File: config.mk
export PLATFORM = sky130hd
export DESIGN_NAME = capacity_warning_flags
export DESIGN_NICKNAME = d
export VERILOG_FILES = /design/src/capacity_warning_pkg.sv /design/src/capacity_warning_flags.sv /design/src/hysteresis_flag.sv
export SDC_FILE = /design/constraint.sdc
export NUM_CORES = 1
export LEC_CHECK = 0
export CAP_MARGIN = 20
export CORE_UTILIZATION = 35
export DETAILED_ROUTE_END_ITERATION = 8
export DONT_BUFFER_PORTS = 1
export MAX_ROUTING_LAYER = met4
export PLACE_DENSITY = 0.5
export SYNTH_ARGS = -nofsm -noshare
export SYNTH_HDL_FRONTEND = slang
export SYNTH_SLANG_ARGS = --single-unit
File: constraint.sdc
create_clock -name core_clk -period 2 [get_ports core_clk]
set_input_delay 0.1 -clock core_clk [delete_from_list [all_inputs] [get_ports core_clk]]
set_output_delay 0.1 -clock core_clk [all_outputs]
set_load 0.03 [all_outputs]
File: src/capacity_warning_pkg.sv
// Purpose: shared constants for the capacity warning flag block
// Assumes: apb with 32-bit data, byte addresses, one aligned word per register
// Notes: threshold reset values are the documented level defaults in mAh
package capacity_warning_pkg;

    // register byte offsets
    localparam logic [7:0] off_initial_set = 8'h00;
    localparam logic [7:0] off_initial_clear = 8'h04;
    localparam logic [7:0] off_final_set = 8'h08;
    localparam logic [7:0] off_final_clear = 8'h0C;
    localparam logic [7:0] off_flags = 8'h10;
    localparam logic [7:0] off_capacity = 8'h14;
    localparam logic [7:0] off_int_status = 8'h18;
    localparam logic [7:0] off_int_mask = 8'h1C;

    // flags word bit positions
    localparam int flag_initial_bit = 0;
    localparam int flag_final_bit = 1;
    localparam int flag_valid_bit = 2;
    localparam int flag_final_enabled_bit = 3;

    // interrupt status / mask bit positions
    localparam int int_initial_set_bit = 0;
    localparam int int_initial_clear_bit = 1;
    localparam int int_final_set_bit = 2;
    localparam int int_final_clear_bit = 3;
    localparam int int_width = 4;

    // reset values of the thresholds, mAh
    localparam logic [7:0] rst_initial_set = 8'h96;
    localparam logic [7:0] rst_initial_clear = 8'hAF;
    localparam logic [7:0] rst_final_set = 8'h4B;
    localparam logic [7:0] rst_final_clear = 8'h64;
    localparam logic [int_width-1:0] rst_int_mask = 4'h0;

    // a final set level of this value switches the final warning off
    localparam logic [7:0] final_disable_level = 8'h00;

    // apb answer state
    typedef enum logic [1:0] {
        bus_idle = 2'b00,
        bus_answer = 2'b01
    } bus_state_e;

endpackage

File: src/capacity_warning_flags.sv
// Purpose: low-capacity warning flags with hysteresis, apb registers and interrupt
// Assumes: remaining capacity comes from gauging logic on core_clk with a valid strobe
// Notes: apb answers with one wait state so that read data leaves a flip-flop
//
// How it works
// initial flag sets when remaining capacity falls below the initial set level.
// initial flag clears only when capacity rises above the separate clear level.
// low battery pin always follows the initial flag without software action.
// final flag sets when remaining capacity falls below the final set level.
// a final set level of zero disables the final flag entirely.
// final flag clears above its clear level, and only while it is set.
// both flags are readable bits of the flags word over the bus.
// capacity and all four levels use one unit, mAh, compared directly.
// after reset flags and pin stay low until a valid sample is compared.
// comparisons are strict; equal values neither set nor clear.
//
// The register offsets and register access over APB were decided locally.
`timescale 1ns/1ns
`default_nettype none
module capacity_warning_flags #(
    parameter int capacity_width = 16,
    parameter int level_width = 8
) (
    input wire logic core_clk,
    input wire logic reset,
    // remaining capacity from the gauging logic, mAh
    input wire logic [capacity_width-1:0] remaining_capacity_value,
    input wire logic capacity_valid,
    // apb slave
    input wire logic psel,
    input wire logic penable,
    input wire logic pwrite,
    input wire logic [7:0] paddr,
    input wire logic [31:0] pwdata,
    input wire logic [3:0] pstrb,
    output logic pready,
    output logic [31:0] prdata,
    output logic pslverr,
    // pins
    output logic low_battery_output,
    output logic irq
);

    initial begin
        if (level_width < 1 || level_width > 8) begin
            $error("capacity_warning_flags: level_width must be 1..8");
        end
        if (capacity_width < level_width || capacity_width > 32) begin
            $error("capacity_warning_flags: capacity_width out of range");
        end
    end

    // threshold registers, mAh
    logic [level_width-1:0] initial_warning_set_level;
    logic [level_width-1:0] initial_warning_clear_level;
    logic [level_width-1:0] final_warning_set_level;
    logic [level_width-1:0] final_warning_clear_level;

    logic [capacity_width-1:0] last_capacity;
    logic sample_seen;
    logic [capacity_warning_pkg::int_width-1:0] int_status;
    logic [capacity_warning_pkg::int_width-1:0] int_mask;
    logic [capacity_warning_pkg::int_width-1:0] int_events;
    logic [capacity_warning_pkg::int_width-1:0] w1c_bits;

    logic initial_capacity_warning;
    logic final_capacity_warning;
    logic final_enabled;
    logic initial_set_event;
    logic initial_clear_event;
    logic final_set_event;
    logic final_clear_event;

    capacity_warning_pkg::bus_state_e bus_state;
    logic access;
    logic wr_take;
    logic addr_mapped;
    logic [31:0] next_rdata;

    // ---------------- flag engines ----------------

    assign final_enabled = final_warning_set_level !=
        capacity_warning_pkg::final_disable_level[level_width-1:0];

    // capacity and levels go to the comparators unscaled, all in mAh
    hysteresis_flag #(
        .value_width(capacity_width),
        .level_width(level_width)
    ) initial_flag_unit (
        .core_clk(core_clk),
        .reset(reset),
        .sample_valid(capacity_valid),
        .value(remaining_capacity_value),
        .set_level(initial_warning_set_level),
        .clear_level(initial_warning_clear_level),
        .enable(1'b1),
        .flag(initial_capacity_warning),
        .set_event(initial_set_event),
        .clear_event(initial_clear_event)
    );

    hysteresis_flag #(
        .value_width(capacity_width),
        .level_width(level_width)
    ) final_flag_unit (
        .core_clk(core_clk),
        .reset(reset),
        .sample_valid(capacity_valid),
        .value(remaining_capacity_value),
        .set_level(final_warning_set_level),
        .clear_level(final_warning_clear_level),
        .enable(final_enabled),
        .flag(final_capacity_warning),
        .set_event(final_set_event),
        .clear_event(final_clear_event)
    );

    // pin is the flag flop itself, so it can never disagree with the flags word
    assign low_battery_output = initial_capacity_warning;

    // last sample, kept for software to see what the flags were judged on
    always_ff @(posedge core_clk or posedge reset) begin
        if (reset) begin
            last_capacity <= '0;
            sample_seen <= 1'b0;
        end else if (capacity_valid) begin
            last_capacity <= remaining_capacity_value;
            sample_seen <= 1'b1;
        end
    end

    // ---------------- apb slave ----------------

    assign access = psel && penable;
    assign wr_take = access && pwrite && (bus_state == capacity_warning_pkg::bus_answer);

    always_comb begin
        addr_mapped = 1'b1;
        next_rdata = 32'h0000_0000;
        case (paddr)
            capacity_warning_pkg::off_initial_set: begin
                next_rdata[level_width-1:0] = initial_warning_set_level;
            end
            capacity_warning_pkg::off_initial_clear: begin
                next_rdata[level_width-1:0] = initial_warning_clear_level;
            end
            capacity_warning_pkg::off_final_set: begin
                next_rdata[level_width-1:0] = final_warning_set_level;
            end
            capacity_warning_pkg::off_final_clear: begin
                next_rdata[level_width-1:0] = final_warning_clear_level;
            end
            capacity_warning_pkg::off_flags: begin
                next_rdata[capacity_warning_pkg::flag_initial_bit] = initial_capacity_warning;
                next_rdata[capacity_warning_pkg::flag_final_bit] = final_capacity_warning;
                next_rdata[capacity_warning_pkg::flag_valid_bit] = sample_seen;
                next_rdata[capacity_warning_pkg::flag_final_enabled_bit] = final_enabled;
            end
            capacity_warning_pkg::off_capacity: begin
                next_rdata[capacity_width-1:0] = last_capacity;
            end
            capacity_warning_pkg::off_int_status: begin
                next_rdata[capacity_warning_pkg::int_width-1:0] = int_status;
            end
            capacity_warning_pkg::off_int_mask: begin
                next_rdata[capacity_warning_pkg::int_width-1:0] = int_mask;
            end
            default: begin
                addr_mapped = 1'b0;
            end
        endcase
    end

    // one wait state: answer registered in the first access cycle
    always_ff @(posedge core_clk or posedge reset) begin
        if (reset) begin
            bus_state <= capacity_warning_pkg::bus_idle;
            pready <= 1'b0;
            prdata <= 32'h0000_0000;
            pslverr <= 1'b0;
        end else begin
            case (bus_state)
                capacity_warning_pkg::bus_idle: begin
                    pready <= 1'b0;
                    pslverr <= 1'b0;
                    if (access) begin
                        bus_state <= capacity_warning_pkg::bus_answer;
                        pready <= 1'b1;
                        pslverr <= ~addr_mapped;
                        prdata <= (pwrite || !addr_mapped) ? 32'h0000_0000 : next_rdata;
                    end
                end
                capacity_warning_pkg::bus_answer: begin
                    bus_state <= capacity_warning_pkg::bus_idle;
                    pready <= 1'b0;
                    // read data lives for the answer cycle only, so stale words never linger
                    prdata <= 32'h0000_0000;
                    pslverr <= 1'b0;
                end
                default: begin
                    bus_state <= capacity_warning_pkg::bus_idle;
                    prdata <= 32'h0000_0000;
                    pready <= 1'b0;
                    pslverr <= 1'b0;
                end
            endcase
        end
    end

    // threshold writes; only the low byte lane carries a level
    always_ff @(posedge core_clk or posedge reset) begin
        if (reset) begin
            initial_warning_set_level <= capacity_warning_pkg::rst_initial_set[level_width-1:0];
            initial_warning_clear_level <= capacity_warning_pkg::rst_initial_clear[level_width-1:0];
            final_warning_set_level <= capacity_warning_pkg::rst_final_set[level_width-1:0];
            final_warning_clear_level <= capacity_warning_pkg::rst_final_clear[level_width-1:0];
        end else if (wr_take && pstrb[0]) begin
            case (paddr)
                capacity_warning_pkg::off_initial_set: begin
                    initial_warning_set_level <= pwdata[level_width-1:0];
                end
                capacity_warning_pkg::off_initial_clear: begin
                    initial_warning_clear_level <= pwdata[level_width-1:0];
                end
                capacity_warning_pkg::off_final_set: begin
                    final_warning_set_level <= pwdata[level_width-1:0];
                end
                capacity_warning_pkg::off_final_clear: begin
                    final_warning_clear_level <= pwdata[level_width-1:0];
                end
                default: begin
                end
            endcase
        end
    end

    // ---------------- interrupts ----------------

    assign int_events = {final_clear_event, final_set_event, initial_clear_event, initial_set_event};
    assign w1c_bits = (wr_take && pstrb[0] && paddr == capacity_warning_pkg::off_int_status)
        ? pwdata[capacity_warning_pkg::int_width-1:0] : '0;

    // a new event in the clearing cycle survives: set beats clear
    always_ff @(posedge core_clk or posedge reset) begin
        if (reset) begin
            int_status <= '0;
        end else begin
            int_status <= (int_status & ~w1c_bits) | int_events;
        end
    end

    always_ff @(posedge core_clk or posedge reset) begin
        if (reset) begin
            int_mask <= capacity_warning_pkg::rst_int_mask;
        end else if (wr_take && pstrb[0] && paddr == capacity_warning_pkg::off_int_mask) begin
            int_mask <= pwdata[capacity_warning_pkg::int_width-1:0];
        end
    end

    always_ff @(posedge core_clk or posedge reset) begin
        if (reset) begin
            irq <= 1'b0;
        end else begin
            irq <= |(int_status & int_mask);
        end
    end

endmodule // capacity_warning_flags
`default_nettype wire

File: src/hysteresis_flag.sv
// Purpose: one warning flag with separate set and clear levels
// Assumes: value and levels share one unit; sample_valid is a one-cycle strobe
// Notes: comparisons are strict; the flag moves only on a valid sample, or drops at once when enable is low
`timescale 1ns/1ns
`default_nettype none
module hysteresis_flag #(
    parameter int value_width = 16,
    parameter int level_width = 8
) (
    input wire logic core_clk,
    input wire logic reset,
    input wire logic sample_valid,
    input wire logic [value_width-1:0] value,
    input wire logic [level_width-1:0] set_level,
    input wire logic [level_width-1:0] clear_level,
    input wire logic enable,
    output logic flag,
    output logic set_event,
    output logic clear_event
);

    logic [value_width-1:0] set_wide;
    logic [value_width-1:0] clear_wide;
    logic below_set;
    logic above_clear;

    initial begin
        if (level_width > value_width) begin
            $error("hysteresis_flag: level wider than value");
        end
    end

    // zero-extend the levels so that the compare is unsigned and lossless
    assign set_wide = {{(value_width-level_width){1'b0}}, set_level};
    assign clear_wide = {{(value_width-level_width){1'b0}}, clear_level};
    assign below_set = value < set_wide;
    assign above_clear = value > clear_wide;

    always_ff @(posedge core_clk or posedge reset) begin
        if (reset) begin
            flag <= 1'b0;
            set_event <= 1'b0;
            clear_event <= 1'b0;
        end else begin
            set_event <= 1'b0;
            clear_event <= 1'b0;
            if (!enable) begin
                // a disabled flag is dropped at once, not left stale
                flag <= 1'b0;
                clear_event <= flag;
            end else if (sample_valid) begin
                // set wins if levels are misprogrammed to overlap
                if (below_set) begin
                    flag <= 1'b1; // see R01
                    set_event <= ~flag;
                end else if (above_clear && flag) begin
                    flag <= 1'b0; // see R02
                    clear_event <= 1'b1;
                end
            end
        end
    end

endmodule // hysteresis_flag
`default_nettype wire
==> metrics.yaml <==
status: "finished, final reports clean"
synth.top_cells.by_area: "dfrtp_1 36%, dfstp_2 9.8%, ha_1 8.2%"
synth_enable_flop_cells: 0
clk_latency_ns: 0.36
regToRegStartpoint: "final_warning_set_level[3]$_DFFE_PP1P_"
grt_overflow_total: 0
drc: 0
finalCriticalPeriod_ns: 1.97
n_antenna_cell: 0
drt-met1-wl_um: 5610
num_vias: 3263
critPathLaunchType: "register"
cts_buffers: 9
area_growth_pct: 21.2
rsz0062_at_grt: "yes"
hold_class: "in -> reg"
viasPerCell: 5.20
htree_num_levels: 3
power_density_mw_per_mm2: 703
fin_crit_sh_pct: 98.5
yosys_warnings: 0
met2_length_um: 5530
crit_path_max_incr_delay_ns: 0.53
whs_endpoint: "prdata[7]$_DFFE_PP0P_"
worstSetupEndpointType: "register"
slew_headroom_pct: 55.7
min_from: "paddr[4]"
port_buffers: 0
synthArstFlopShare_pct: 100
dr.pass1.iters: 4
grt_usage_pct: 20.1
ys_types: 56
grt_pass1_vias: 3399
initial_core_util_pct: 36.0
fin_skew_ns: 0.0122
rr_worst_depth: 7
die_w_um: 116
worstMarginPinSlew_ns: 0.663
die_area_mm2: 0.0135
cts_tree: "yes"
whs_path_depth: 3
dr_wl_met3_um: 815
drt_iter0_drc: 169
synth_top_area_share_pct: 36.2
peakVddDrop_mv: 0.369
numClockSinks: 83
dp_hpwl_um: 8500
r2r-end: "final_flag_unit.set_event$_DFF_PP0_"
cp_data_required_time_ns: 2.23
pin_count: 102
fin_util_pct: 43.6
finalHoldViolations: 0
die_h_um: 116
core_region_area_mm2: 0.0127
synth_ff_type: "dfrtp_1"
drv_slew: 0
synthCells: 403
crit_type: "reg -> reg"
mostFrequentLayoutCells: "66 x dfrtp_1, 34 x nand2_1, 33 x mux2_2, 33 x inv_1, 31 x dlygate4sd3_1"
setup_violations: 0
top_layer_used: "met4"
grt_max_degree: 34
clkTransAtPathRegs_ns: 0.07
nets: 546
netlist_area_mm2: 0.00456
layout_commonest_cell: "dfrtp_1"
crit_chain: "inv_1, ha_1, a211o_1, a31oi_2, o311a_1, buf_4, nor4b_1"
drive_gt1_share_pct: 27.3
place_congestion: 0.848
final_cells: 627
cts_root_buffer: "clkbuf_16"
cp.arrival_ns: 2.20
antenna_found_initial: 0
fillers: 1202
grt_pass1_wl_um: 19000
cp_max_fo: 2
r2r_slack_ns: 0.03
fin_tns_setup_ns: 0
ys_seq_elements: 83
placedCellCount: 578
drt-total-wl_um: 12100
rows: 41
fmax_mhz: 508
ys_seq_area_share_pct: 46.0
maxCapViolCount: 0
clockBufferDepth: 2
yosysTopAreaCell: "dfrtp_1"
final_antenna_net_count: 0
leakage_nw: 2.51
syn_avg_cell_area_um2: 11.3
wl_per_cell_um: 19.3
cpMaxStageDelayCell: "dfstp_2"
cell usage after synthesis (4+ instances only):
master,number
nand2_1,34
nor2_1,17
inv_1,35
a21oi_1,11
o21ai_0,23
mux2_2,33
ha_1,30
nand3_1,7
nor2b_1,6
nand4_1,7
mux4_2,7
mux2_4,8
a21o_1,5
clkbuf_1,4
buf_2,5
a31oi_1,7
dfstp_2,17
a22o_1,11
dfrtp_1,66
buf_4,17
nor2_4,4
power by group:
part | internal (W) | switching [W] | total [W]
logic | 0.000175 | 0.000206 | 0.000381
registers | 0.00172 | 0.0000304 | 0.00175
clock network | 0.000987 | 0.000759 | 0.00175
total | 0.00289 | 0.000996 | 0.00388
critical path: cells and delay by family, from the launching register on:
family | cells | cell delay (ns)
AO/OA/AOI/OAI | 3 | 0.67
adder cells (fa/ha/maj) | 1 | 0.19
buffers and inverters | 2 | 0.18
flip-flops | 1 | 0.53
AND/OR/NAND/NOR | 1 | 0.28
through the flow:
stage	setup slack, ns	total power (W)	instance area [um2]	hold slack [ns]
after floorplan	0.0604	0.00204	4620	0.206
after global placement	-0.107	0.00206	4780	0.0915
after detailed placement	-0.0623	0.00207	4780	0.101
after CTS	0.00687	0.00391	5400	0.00508
after global routing	-0.0137	0.00406	5520	0.0256
final	0.0296	0.00388	5520	0.0133
worst max-delay path by stage:
stage / endpoint / depth (start not counted) / slack (ns) / start
2_1_floorplan: initial_flag_unit.set_event$_DFF_PP0_ / 7 / 0.06 / initial_warning_set_level[1]$_DFFE_PP1P_
3_3_place_gp: initial_flag_unit.set_event$_DFF_PP0_ / 8 / -0.11 / initial_warning_set_level[1]$_DFFE_PP1P_
3_5_place_dp: initial_flag_unit.set_event$_DFF_PP0_ / 8 / -0.06 / initial_warning_set_level[1]$_DFFE_PP1P_
4_1_cts: final_flag_unit.clear_event$_DFF_PP0_ / 7 / 0.007 / final_warning_set_level[3]$_DFFE_PP1P_
5_1_grt: initial_flag_unit.flag$_DFFE_PP0P_ / 7 / -0.01 / initial_warning_set_level[2]$_DFFE_PP1P_
6_report: final_flag_unit.set_event$_DFF_PP0_ / 7 / 0.03 / final_warning_set_level[3]$_DFFE_PP1P_
cells by family after synthesis:
family          Yosys count  synth area share [%]
simple gates             97                  12.1
flops                    83                  46.0
compound gates           80                  12.0
buf+inv                  62                  6.81
mux                      50                  14.7
fa+ha+maj                30                  8.24
other cells               1                0.0823
layout make-up:
| class | count | area, um2 | area share, % |
|---|---|---|---|
| Clock buffer | 9 | 225 | 4.08 |
| Multi-Input combinational cell | 273 | 2300 | 41.6 |
| Inverter | 35 | 135 | 2.45 |
| Clock inverter | 7 | 82.6 | 1.49 |
| Timing Repair Buffer | 48 | 470 | 8.52 |
| Sequential cell | 83 | 2100 | 38.0 |
| Tap cell | 172 | 215 | 3.90 |
per-layer routing:
metal / track usage (%) / vias to the layer above
li1: - / 1514
met1: 25.3 / 1628
met2: 31.3 / 112
met3: 5.97 / 9
met4: 5.47 / 0
met5: - / -
registers in the layout (all words and copies together) (netlist names), 4 cells and up:
register,flops
last_capacity,16
prdata,16
final_warning_clear_level,8
final_warning_set_level,8
initial_warning_clear_level,8
initial_warning_set_level,8
int_mask,4
int_status,4
repair_timing:
action	4_1_cts	5_1_grt
pin swaps	1	5
hold endpoints to repair	87	0
hold buffers	31	0
resized for setup	2	13
setup endpoints to repair	4	4
setup buffers	0	1
No activity file was read; power rests on OpenSTA's default activity.
